--- src/rtl/i2c_master_defines.vh ---
/*
 Constants for the bus master engine: mode codes, sequencer states,
 bit counts and reset values. Assumes a single clock at the instruction
 rate; included by its bare name from every design file.
*/
`ifndef I2C_MASTER_DEFINES_VH
`define I2C_MASTER_DEFINES_VH

// Mode-select code for master operation
`define MODE_MASTER 4'h8
// Reload field width
`define RELOAD_W 7
// Decrements of the generator per clock (second and fourth quarter)
`define DEC_PER_CLK 7'h02
// Last bit index of a transmitted byte plus acknowledge
`define TX_LAST_BIT 4'h8
// Last bit index of a received byte
`define RX_LAST_BIT 4'h7
// Last bit index of an acknowledge
`define ACK_LAST_BIT 4'h0
// Reset value of the shift register
`define SHIFT_RST 8'h00

// Sequencer states
`define ST_IDLE 4'h0
`define ST_START1 4'h1
`define ST_START2 4'h2
`define ST_RS1 4'h3
`define ST_RS2 4'h4
`define ST_RS3 4'h5
`define ST_BIT_LOW 4'h6
`define ST_BIT_HIGH 4'h7
`define ST_STOP1 4'h8
`define ST_STOP2 4'h9
`define ST_STOP3 4'hA

// Bit engine kinds
`define KIND_TX 2'h0
`define KIND_RX 2'h1
`define KIND_ACK 2'h2

`endif

--- src/rtl/bit_rate_counter.v ---
/*
 Baud generator of the bus master: counts a reload value down until it is below two,
 two steps per clock, pulses a rollover and halts until reloaded.
 Assumes the caller loads it for every timed interval.
*/
`timescale 1ns/100ps
`include "i2c_master_defines.vh"

module bit_rate_counter (
	input wire i_clock,
	input wire i_sys_rst,
	input wire i_load,
	input wire i_halt,
	input wire [6:0] i_reload,
	output reg o_rollover
);

	// Remaining count
	reg [6:0] count_reg;
	// Counting in progress
	reg run_reg;

	// Countdown, two decrements per clock, stops once the count is below two
	// reload sets bus rate
	always @(posedge i_clock) begin
		if (i_sys_rst || i_halt) begin
			count_reg <= 7'h00;
			run_reg <= 1'b0;
			o_rollover <= 1'b0;
		end else if (i_load) begin
			// Fresh interval
			count_reg <= i_reload;
			run_reg <= 1'b1;
			o_rollover <= 1'b0;
		end else if (run_reg && count_reg < `DEC_PER_CLK) begin
			run_reg <= 1'b0;
			o_rollover <= 1'b1;
		end else if (run_reg) begin
			count_reg <= count_reg - `DEC_PER_CLK;
			o_rollover <= 1'b0;
		end else begin
			o_rollover <= 1'b0;
		end
	end

endmodule

--- src/rtl/i2c_master_engine.v ---
/*
 Bus master engine: Start, Repeated Start, Stop, byte transmit and
 receive, acknowledge, flags, and a two-entry receive buffer.
 Assumes open-drain pads resolved outside and a 10 MHz clock equal to
 the instruction rate.
*/
`timescale 1ns/100ps
`include "i2c_master_defines.vh"

module i2c_master_engine (
	input wire i_clock,
	input wire i_sys_rst,
	input wire [3:0] i_port_mode_select,
	input wire i_port_module_enable,
	input wire [7:0] i_address_baud_reload,
	input wire i_start_req,
	input wire i_rstart_req,
	input wire i_stop_req,
	input wire i_recv_req,
	input wire i_ack_req,
	input wire i_ack_data,
	input wire i_buf_write,
	input wire [7:0] i_buf_data,
	input wire i_irq_clear,
	input wire i_write_collision_flag_clear,
	input wire i_bcol_clear,
	input wire i_rx_ready,
	input wire i_scl_in,
	input wire i_sda_in,
	output reg o_scl_out,
	output reg o_scl_oe,
	output reg o_sda_out,
	output reg o_sda_oe,
	output reg o_serial_irq_flag,
	output reg o_write_collision_flag,
	output reg o_collision_irq_flag,
	output reg o_ack_status_bit,
	output reg o_start_seen,
	output reg o_stop_seen,
	output reg o_start_request_bit,
	output reg o_stop_request_bit,
	output reg o_buffer_full_flag,
	output reg o_busy,
	output reg o_rx_valid,
	output reg [7:0] o_rx_data
);

	// Pin synchronisers and filtered levels
	reg [2:0] scl_sync_reg;
	reg [2:0] sda_sync_reg;
	reg scl_reg;
	reg sda_reg;
	// Sequencer state and bit engine
	reg [3:0] state_reg;
	reg [1:0] kind_reg;
	reg [3:0] bit_reg;
	reg [7:0] shift_reg;
	reg armed_reg;
	reg ack_data_reg;
	reg load_reg;
	// Receive skid entry
	reg skid_valid_reg;
	reg [7:0] skid_data_reg;
	reg push_reg;
	reg [7:0] push_data_reg;
	// Generator rollover
	wire rollover;
	// Master operation selected
	wire master_on;
	// Rollover not shadowed by a pending load
	wire tick;
	// Receive path can take a byte
	wire rx_room;
	// Clock seen high by the filter and the last stage alike
	wire scl_up;

	assign master_on = i_port_module_enable &&
		(i_port_mode_select == `MODE_MASTER);
	assign tick = rollover && !load_reg;
	assign rx_room = !skid_valid_reg;
	// Last stage masks a stale high level right after a short low phase
	assign scl_up = scl_reg && scl_sync_reg[2];

	bit_rate_counter u_rate (
		.i_clock(i_clock),
		.i_sys_rst(i_sys_rst),
		.i_load(load_reg),
		.i_halt(!master_on),
		.i_reload(i_address_baud_reload[6:0]),
		.o_rollover(rollover)
	);

	// Three-stage pin sampling; change taken when stages two and three agree
	always @(posedge i_clock) begin
		if (i_sys_rst) begin
			scl_sync_reg <= 3'h7;
			sda_sync_reg <= 3'h7;
			scl_reg <= 1'b1;
			sda_reg <= 1'b1;
		end else begin
			scl_sync_reg <= {scl_sync_reg[1:0], i_scl_in};
			sda_sync_reg <= {sda_sync_reg[1:0], i_sda_in};
			// Accept only settled levels
			if (scl_sync_reg[1] == scl_sync_reg[2]) begin
				scl_reg <= scl_sync_reg[2];
			end
			if (sda_sync_reg[1] == sda_sync_reg[2]) begin
				sda_reg <= sda_sync_reg[2];
			end
		end
	end

	// Receive buffer: output entry plus one skid entry
	always @(posedge i_clock) begin
		if (i_sys_rst) begin
			o_rx_valid <= 1'b0;
			o_rx_data <= 8'h00;
			skid_valid_reg <= 1'b0;
			skid_data_reg <= 8'h00;
		end else begin
			if (!o_rx_valid || i_rx_ready) begin
				// Output slot free or drained: refill
				if (skid_valid_reg) begin
					o_rx_data <= skid_data_reg;
					o_rx_valid <= 1'b1;
					skid_valid_reg <= push_reg;
					skid_data_reg <= push_data_reg;
				end else begin
					o_rx_valid <= push_reg;
					o_rx_data <= push_data_reg;
				end
			end else if (push_reg) begin
				// Receiver stalled: park the byte
				skid_valid_reg <= 1'b1;
				skid_data_reg <= push_data_reg;
			end
		end
	end

	// Sequencer, pins and flags
	always @(posedge i_clock) begin
		if (i_sys_rst) begin
			state_reg <= `ST_IDLE;
			kind_reg <= `KIND_TX;
			bit_reg <= 4'h0;
			shift_reg <= `SHIFT_RST;
			armed_reg <= 1'b0;
			ack_data_reg <= 1'b0;
			load_reg <= 1'b0;
			push_reg <= 1'b0;
			push_data_reg <= 8'h00;
			o_scl_out <= 1'b0;
			o_sda_out <= 1'b0;
			o_scl_oe <= 1'b0;
			o_sda_oe <= 1'b0;
			o_serial_irq_flag <= 1'b0;
			o_write_collision_flag <= 1'b0;
			o_collision_irq_flag <= 1'b0;
			o_ack_status_bit <= 1'b0;
			o_start_seen <= 1'b0;
			o_stop_seen <= 1'b0;
			o_start_request_bit <= 1'b0;
			o_stop_request_bit <= 1'b0;
			o_buffer_full_flag <= 1'b0;
			o_busy <= 1'b0;
		end else begin
			// Defaults: pulses drop, pins only ever pull low
			load_reg <= 1'b0;
			push_reg <= 1'b0;
			o_scl_out <= 1'b0;
			o_sda_out <= 1'b0;
			// Software clears; a same-cycle set below wins
			if (i_irq_clear) begin
				o_serial_irq_flag <= 1'b0;
			end
			if (i_write_collision_flag_clear) begin
				o_write_collision_flag <= 1'b0;
			end
			if (i_bcol_clear) begin
				o_collision_irq_flag <= 1'b0;
			end
			o_busy <= (state_reg != `ST_IDLE);
			if (!master_on) begin
				// disabled clears start and stop seen
				if (!i_port_module_enable) begin
					o_start_seen <= 1'b0;
					o_stop_seen <= 1'b0;
				end
				state_reg <= `ST_IDLE;
				o_scl_oe <= 1'b0;
				o_sda_oe <= 1'b0;
				o_start_request_bit <= 1'b0;
				o_stop_request_bit <= 1'b0;
				o_buffer_full_flag <= 1'b0;
			end else begin
				case (state_reg)
				`ST_IDLE: begin
					// one request at a time, only here
					if (i_start_req) begin
						o_start_request_bit <= 1'b1;
						if (scl_reg && sda_reg) begin
							load_reg <= 1'b1;
							state_reg <= `ST_START1;
						end else begin
							o_collision_irq_flag <= 1'b1;
							o_start_request_bit <= 1'b0;
						end
					end else if (i_rstart_req) begin
						o_scl_oe <= 1'b1;
						o_sda_oe <= 1'b0;
						load_reg <= 1'b1;
						state_reg <= `ST_RS1;
					end else if (i_stop_req) begin
						o_stop_request_bit <= 1'b1;
						o_scl_oe <= 1'b1;
						o_sda_oe <= 1'b1;
						load_reg <= 1'b1;
						state_reg <= `ST_STOP1;
					end else if (i_buf_write) begin
						// address and direction come from software
						shift_reg <= i_buf_data;
						o_buffer_full_flag <= 1'b1;
						kind_reg <= `KIND_TX;
						bit_reg <= 4'h0;
						o_scl_oe <= 1'b1;
						o_sda_oe <= ~i_buf_data[7];
						load_reg <= 1'b1;
						state_reg <= `ST_BIT_LOW;
					end else if (i_recv_req && rx_room) begin
						kind_reg <= `KIND_RX;
						bit_reg <= 4'h0;
						o_scl_oe <= 1'b1;
						o_sda_oe <= 1'b0;
						load_reg <= 1'b1;
						state_reg <= `ST_BIT_LOW;
					end else if (i_ack_req) begin
						kind_reg <= `KIND_ACK;
						bit_reg <= 4'h0;
						ack_data_reg <= i_ack_data;
						o_scl_oe <= 1'b1;
						o_sda_oe <= ~i_ack_data;
						load_reg <= 1'b1;
						state_reg <= `ST_BIT_LOW;
					end
				end
				`ST_START1: begin
					if (!scl_reg) begin
						o_collision_irq_flag <= 1'b1;
						o_start_request_bit <= 1'b0;
						state_reg <= `ST_IDLE;
					end else if (tick) begin
						o_sda_oe <= 1'b1;
						o_start_seen <= 1'b1;
						o_stop_seen <= 1'b0;
						load_reg <= 1'b1;
						state_reg <= `ST_START2;
					end
				end
				`ST_START2: begin
					if (tick) begin
						o_start_request_bit <= 1'b0;
						o_serial_irq_flag <= 1'b1;
						state_reg <= `ST_IDLE;
					end
				end
				`ST_RS1: begin
					// Data high during clock low, then free clock
					if (tick) begin
						o_scl_oe <= 1'b0;
						armed_reg <= 1'b0;
						state_reg <= `ST_RS2;
					end
				end
				`ST_RS2: begin
					// wait for clock high before timing
					if (!armed_reg && scl_up) begin
						if (!sda_reg) begin
							o_collision_irq_flag <= 1'b1;
							state_reg <= `ST_IDLE;
						end else begin
							armed_reg <= 1'b1;
							load_reg <= 1'b1;
						end
					end else if (armed_reg && tick) begin
						o_sda_oe <= 1'b1;
						o_start_seen <= 1'b1;
						o_stop_seen <= 1'b0;
						load_reg <= 1'b1;
						state_reg <= `ST_RS3;
					end
				end
				`ST_RS3: begin
					if (!scl_reg) begin
						// Another master pulled the clock
						o_collision_irq_flag <= 1'b1;
						state_reg <= `ST_IDLE;
					end else if (tick) begin
						o_serial_irq_flag <= 1'b1;
						state_reg <= `ST_IDLE;
					end
				end
				`ST_BIT_LOW: begin
					// clock low one rollover, then release
					if (tick) begin
						o_scl_oe <= 1'b0;
						armed_reg <= 1'b0;
						state_reg <= `ST_BIT_HIGH;
					end
				end
				`ST_BIT_HIGH: begin
					if (!armed_reg && scl_up) begin
						armed_reg <= 1'b1;
						load_reg <= 1'b1;
					end else if (armed_reg && tick) begin
						// low plus high rollover per bit
						o_scl_oe <= 1'b1;
						case (kind_reg)
						`KIND_TX: begin
							if (bit_reg == `TX_LAST_BIT) begin
								o_ack_status_bit <= sda_reg;
								o_serial_irq_flag <= 1'b1;
								state_reg <= `ST_IDLE;
							end else begin
								shift_reg <= {shift_reg[6:0], 1'b0};
								bit_reg <= bit_reg + 4'h1;
								if (bit_reg == `RX_LAST_BIT) begin
									// Eighth bit out: free data
									o_buffer_full_flag <= 1'b0;
									o_sda_oe <= 1'b0;
								end else begin
									o_sda_oe <= ~shift_reg[6];
								end
								load_reg <= 1'b1;
								state_reg <= `ST_BIT_LOW;
							end
						end
						`KIND_RX: begin
							shift_reg <= {shift_reg[6:0], sda_reg};
							if (bit_reg == `RX_LAST_BIT) begin
								push_reg <= 1'b1;
								push_data_reg <= {shift_reg[6:0], sda_reg};
								o_serial_irq_flag <= 1'b1;
								state_reg <= `ST_IDLE;
							end else begin
								bit_reg <= bit_reg + 4'h1;
								load_reg <= 1'b1;
								state_reg <= `ST_BIT_LOW;
							end
						end
						default: begin
							o_sda_oe <= ~ack_data_reg;
							o_serial_irq_flag <= 1'b1;
							state_reg <= `ST_IDLE;
						end
						endcase
					end
				end
				`ST_STOP1: begin
					// Release clock with data still low
					if (tick) begin
						o_scl_oe <= 1'b0;
						armed_reg <= 1'b0;
						state_reg <= `ST_STOP2;
					end
				end
				`ST_STOP2: begin
					if (!armed_reg && scl_up) begin
						armed_reg <= 1'b1;
						load_reg <= 1'b1;
					end else if (armed_reg && tick) begin
						o_sda_oe <= 1'b0;
						o_stop_seen <= 1'b1;
						o_start_seen <= 1'b0;
						load_reg <= 1'b1;
						state_reg <= `ST_STOP3;
					end
				end
				`ST_STOP3: begin
					if (tick) begin
						o_stop_request_bit <= 1'b0;
						o_serial_irq_flag <= 1'b1;
						state_reg <= `ST_IDLE;
					end
				end
				default: begin
					state_reg <= `ST_IDLE;
				end
				endcase
				if (i_buf_write && state_reg != `ST_IDLE) begin
					o_write_collision_flag <= 1'b1;
				end
			end
		end
	end

endmodule

--- config.mk ---
export PLATFORM = sky130hd
export DESIGN_NAME = i2c_master_engine
export DESIGN_NICKNAME = d
export VERILOG_FILES = /design/src/rtl/bit_rate_counter.v /design/src/rtl/i2c_master_engine.v
export VERILOG_INCLUDE_DIRS = /design/src /design/src/rtl
export SDC_FILE = /design/constraint.sdc
export NUM_CORES = 1
export LEC_CHECK = 0
export BUFFER_PORTS_ARGS = -buffer_cell sky130_fd_sc_hd__buf_2
export CAP_MARGIN = 20
export CORE_MARGIN = 3
export CORE_UTILIZATION = 57
export DETAILED_ROUTE_END_ITERATION = 7
export GPL_ROUTABILITY_DRIVEN = 0
export PLACE_DENSITY_LB_ADDON = 0.08
export SLEW_MARGIN = 20
export SYNTH_ARGS = -nofsm -noshare
export SYNTH_HDL_FRONTEND = slang
export SYNTH_HIERARCHICAL = 1
export SYNTH_SLANG_ARGS = --single-unit
--- constraint.sdc ---
create_clock -name i_clock -period 2.5 [get_ports i_clock]
set_input_delay 0 -clock i_clock [delete_from_list [all_inputs] [get_ports i_clock]]
set_output_delay 0 -clock i_clock [all_outputs]
set_load 0.03 [all_outputs]
# --- After elaboration in Yosys (flattened, before gate mapping) ---
# Index checks and enable logic that the tools add are counted.
op_classes:
  addsub: 2
  order_cmp: 1
  eq_ne: 64
  mux: 157
  bitwise_logic: 14
  reduce_logical: 52
op_table:
  columns: ["op", "n"]
  rows:
  - ["$mux W4", 31]
  - ["$mux W1", 87]
  - ["$mux W7", 10]
  - ["$ne A2 B2 Y1 const B", 27]
  - ["$pmux W4 S10", 1]
  - ["$ne A3 B3 Y1 const B", 12]
  - ["$mux W8", 4]
  - ["$reduce_and A6 Y1", 5]
  - ["$pmux W7 S2", 2]
  - ["$pmux W4 S2", 3]
  - ["$pmux W1 S3", 7]
  - ["$eq A4 B3 Y1 const B", 5]
  - ["$eq A4 B4 Y1 const B", 5]
  - ["$reduce_and A10 Y1", 2]
  - ["$reduce_and A8 Y1", 2]
  - ["$not A1 Y1", 14]
  - ["$reduce_and A13 Y1", 1]
  - ["$reduce_and A12 Y1", 1]
  - ["$reduce_bool A3 Y1", 4]
  - ["$reduce_and A11 Y1", 1]
  - ["$pmux W1 S2", 5]
  - ["$pmux W1 S5", 2]
  - ["$reduce_bool A2 Y1", 5]
  - ["$reduce_or A2 Y1", 5]
  - ["other kinds (27)", 49]
totals:
  ff_bits: 76

# --- Logic depth before layout (Yosys ltp) ---
logic_depth:
  ltp_word: 8
  ltp_mapped: 8
  mapped_depth_nobuf: 7

# --- Cells and area by module ---
# Netlist, hierarchy kept.
by_module_without_submodules:
  columns: ["module", "n_inst", "cells_each", "area_per_inst_um2", "seq_area_each_um2"]
  rows:
  - ["i2c_master_engine", 1, 422, 3573.4, 1341.3]
  - ["bit_rate_counter", 1, 45, 437.9, 160.2]

# --- Least setup slack after synthesis ---
# No wires, ideal clock.
synth_path:
  path_kind: "reg-to-reg"
  from: "register state_reg[1]"
  to: "register state_reg[1]"
  t_arrival_ns: 1.723
  setup_slack_ns: 0.705
  path_stages_with_launch: 7
  path_buffers: 2
  path_cell_list: "dfxtp_1 -> buf_2 -> or4_1 -> clkbuf_1 -> o32ai_1 -> a21o_1 -> mux2i_1"
synth_via:
  elab_chain_cells: 3
synth_rtl:
  columns: ["element", "line_no", "text"]
  rows:
  - ["start, declared", "i2c_master_engine.v:54", "reg [3:0] state_reg;"]
  - ["start signal, assigned", "i2c_master_engine.v:143", "state_reg <= `ST_IDLE;"]
  - ["start signal, assigned", "i2c_master_engine.v:189", "state_reg <= `ST_IDLE;"]
  - ["start signal, assigned", "i2c_master_engine.v:203", "state_reg <= `ST_START1;"]
  - ["$logic_not A4 Y1 (tied with other cells)", "i2c_master_engine.v:196", "case (state_reg)"]
  - ["$ne A7 B7 Y1 (no source line) (tied with other cells)", null, null]
  - ["$reduce_and A12 Y1 (no source line) / $pmux W4 S10 (equally long branches)", null, null]
# Parallel ways exist; a longest one is shown, timed or not.
# A chain may end at the register's enable or synchronous reset.

# --- Final worst setup path ---
layout_path:
  from: "register state_reg[1]"
  to: "register shift_reg[2]"
layout_via:
  elab_chain_cells: 3
layout_rtl:
  columns: ["element", "line_no", "text"]
  rows:
  - ["$eq A4 B3 Y1 / $logic_not A4 Y1 (equally long branches)", "i2c_master_engine.v:196", null]
  - ["$ne A3 B2 Y1 (no source line) (tied with other cells)", null, null]
  - ["$reduce_and A10 Y1 (no source line)", null, null]
  - ["end signal, assigned", "i2c_master_engine.v:221", "shift_reg <= i_buf_data;"]
  - ["end signal, assigned", "i2c_master_engine.v:324", "shift_reg <= {shift_reg[6:0], 1'b0};"]
  - ["end signal, assigned", "i2c_master_engine.v:338", "shift_reg <= {shift_reg[6:0], sda_reg};"]
  - ["end, declared", "i2c_master_engine.v:57", "reg [7:0] shift_reg;"]
# Parallel ways exist; a longest one is shown, timed or not.

==> results.py <==
metrics = {
    "status": {
        "status": "complete, no violations",
    },
    "floorplan": {
        "die_w_microns": 89.9,
        "rows": 29,
        "coreArea_sq_mm": 0.00657,
        "num_io_pins": 59,
        "die_h_microns": 89.9,
        "initial_core_util_pct": 61.1,
        "die_area_sq_mm": 0.00808,
    },
    "synthesis": {
        "yosysTopAreaCell": "dfxtp_1",
        "synth_top_cell_area_share_pct": 37.4,
        "syn_avg_cell_area_sq_um": 8.59,
        "yosysSeqAreaShare_pct": 37.4,
        "syn_area_sq_mm": 0.00401,
        "synth_flop_cell": "dfxtp_1",
        "synth-seq-cells": 75,
        "synth_area_leaders": "dfxtp_1, mux2i_1, nor2_1",
        "ys_types": 78,
        "synth_cells": 467,
        "synthArstFlopShare_pct": 0,
        "synth_edf_count": 0,
        "ys_warn_count": 6,
    },
    "route": {
        "drt_iter0_drc": 397,
        "first_pass_iters": 5,
        "drc": 0,
        "vias": 3911,
        "wl_met3_microns": 929,
        "viasPerCell": 6.13,
        "wirelength_microns": 10600,
        "wl_per_cell_microns": 16.7,
        "met2WireLength_microns": 4810,
        "antenna_left": 0,
        "m1WireLength_microns": 4570,
        "top_layer_used": "met4",
    },
    "setup_path": {
        "crit_path_end_kind": "flip-flop",
        "crit_slowest_cell": "a211oi_2",
        "rr_worst_depth": 6,
        "crit_path_max_fanout": 14,
        "critical_path_class": "flip-flop to flip-flop",
        "crit_chain": "buf_4 > nor3_2 > o2111ai_2 > a211oi_2 > nor2_1 > a311oi_1",
        "max_stage_delay_ns": 0.77,
        "path_buf_inv": 1,
        "cpLargestDelayFamily": "compound AO/OA/AOI/OAI gates",
        "start_kind": "flip-flop",
        "crit_start": "state_reg[1]",
        "r2r-start": "state_reg[1]",
        "cp.depth": 6,
        "required_ns": 2.76,
        "worstPathArrival_ns": 2.53,
    },
    "sta": {
        "period_share_pct": 90.8,
        "finalClockSkew_ns": 0.00856,
        "rsz0062_at_grt": "false",
        "max_slew_margin_pct": 42.6,
        "hold_violations": 0,
        "period_needed_ns": 2.27,
        "worstMarginPinSlew_ns": 0.860,
        "fmax_mhz": 441,
        "slew_viol_final": 0,
        "setup_viol": 0,
        "tns_ns": 0,
    },
    "grt": {
        "track_usage_pct": 26.8,
        "grt_pass1_vias": 3746,
        "grt_max_degree": 30,
        "grt_pass1_wl_microns": 18000,
        "grt_overflow": 0,
        "antenna_found_initial": 0,
    },
    "clocking": {
        "clk_latency_ns": 0.36,
        "ctsHoldBuffers": 22,
        "cts_buffer_depth": 2,
        "cts-root-buf": "clkbuf_8",
        "cts_tree": "built",
        "cts_resized": 0,
        "path_clk_slew_ns": 0.09,
        "cts.sinks": 75,
        "cts_buffers": 9,
        "post-cts-setup-buffer-count": 0,
        "htreeDepth": 3,
    },
    "pwr": {
        "p_per_area_mw_per_mm2": 505,
        "p_leak_nw": 1.97,
        "p_clk_share_pct": 44.7,
        "switching_share_pct": 24.3,
        "max-vdd-ir-drop_mv": 0.375,
        "p_sw_mw": 0.593,
        "p_comb_share_pct": 6.1,
        "pwr-share-seq_pct": 49.3,
        "internal-power_mw": 1.85,
        "total_power_mw": 2.44,
    },
    "placed_design": {
        "port_buffers": 54,
        "dp.final_hpwl_microns": 7300,
        "placedInstanceArea_sq_mm": 0.00439,
        "placed_cells": 600,
    },
    "finish": {
        "drive_above_1_share_pct": 20.9,
        "n_antenna_cell": 0,
        "area_growth_pct": 20.5,
        "mostFrequentLayoutCell": "dfxtp_1",
        "final_area_sq_mm": 0.00483,
        "mostFrequentLayoutCells": "dfxtp_1, nor2_1, buf_2",
        "final_util_pct": 73.6,
        "final-instance-count-excl-fill": 638,
        "fin_nets": 579,
    },
    "min_path": {
        "hold_start": "i_port_mode_select[1]",
        "holdPathStages": 4,
        "hold_path_class": "primary input to flip-flop",
    },
    "run": {
        "drv_cap": 0,
    },
}
worst register-to-register path, cell delays in order, from the launching register on:
cell,delay [ns]
dfxtp_1,0.44
buf_4,0.24
nor3_2,0.19
o2111ai_2,0.18
a211oi_2,0.77
nor2_1,0.10
a311oi_1,0.27
synthesized netlist by cell type (5+ instances only):
cell type / instances
a31oi_1: 6
or2_2: 8
nor3_1: 11
buf_2: 7
o21ai_0: 14
nor2b_1: 9
nor2_1: 61
a311oi_1: 8
o21a_1: 5
dfxtp_1: 75
a21oi_1: 20
clkbuf_1: 19
nand2_1: 33
nand2b_1: 12
mux2i_1: 32
nor4_1: 5
inv_1: 15
a211oi_1: 12
per-layer routing:
| layer | GRT usage [%] | up-vias |
|---|---|---|
| met5 | 0 | - |
| met1 | 35.0 | 1799 |
| met2 | 41.9 | 202 |
| li1 | - | 1868 |
| met3 | 7.85 | 42 |
| met4 | 10.6 | 0 |
layout make-up:
type,count,area (sq um)
tap,93,116
inverter,17,63.8
clock buffer,9,124
fill,507,1730
multi-input combinational,342,2290
sequential,75,1500
clock inverter,7,105
timing repair buffer,95,633
stage by stage:
stage          hold slack, ns  setup WS [ns]
2_1_floorplan          0.0689          0.705
3_3_place_gp            0.183          0.411
3_5_place_dp            0.184          0.320
4_1_cts                0.0417          0.286
5_1_grt                0.0673        0.00501
6_report               0.0438          0.230
power by group through the flow:
| stage | Combinational (mW) | Clock, mW | Sequential [mW] |
|---|---|---|---|
| 2_1_floorplan | 0.0708 | 0 | 1.23 |
| 5_1_grt | 0.162 | 1.15 | 1.20 |
| 3_3_place_gp | 0.116 | 0 | 1.23 |
| 6_report | 0.148 | 1.09 | 1.20 |
| 4_1_cts | 0.145 | 1.11 | 1.20 |
| 3_5_place_dp | 0.118 | 0 | 1.23 |
path summary, 6_finish.rpt:
kind                endpoint  slack [ns]
max             shift_reg[2]        0.23
min reg2reg  sda_sync_reg[1]        0.42
max reg2reg     shift_reg[2]        0.23
min             o_start_seen        0.04
cell families (layout without fill, tap and decap cells):
group	count (synthesis)	count (layout)	synth area share [%]
AO/OA/AOI/OAI	118	118	22.0
XOR/XNOR	4	4	0.874
adder cells (fa/ha/maj)	3	3	0.936
buffers and inverters	51	128	5.55
flip-flops	75	75	37.4
multiplexers	34	34	8.55
other	1	2	0.0935
AND/OR/NAND/NOR	181	181	24.5
Note: power is estimated with default switching activity, not from simulation.
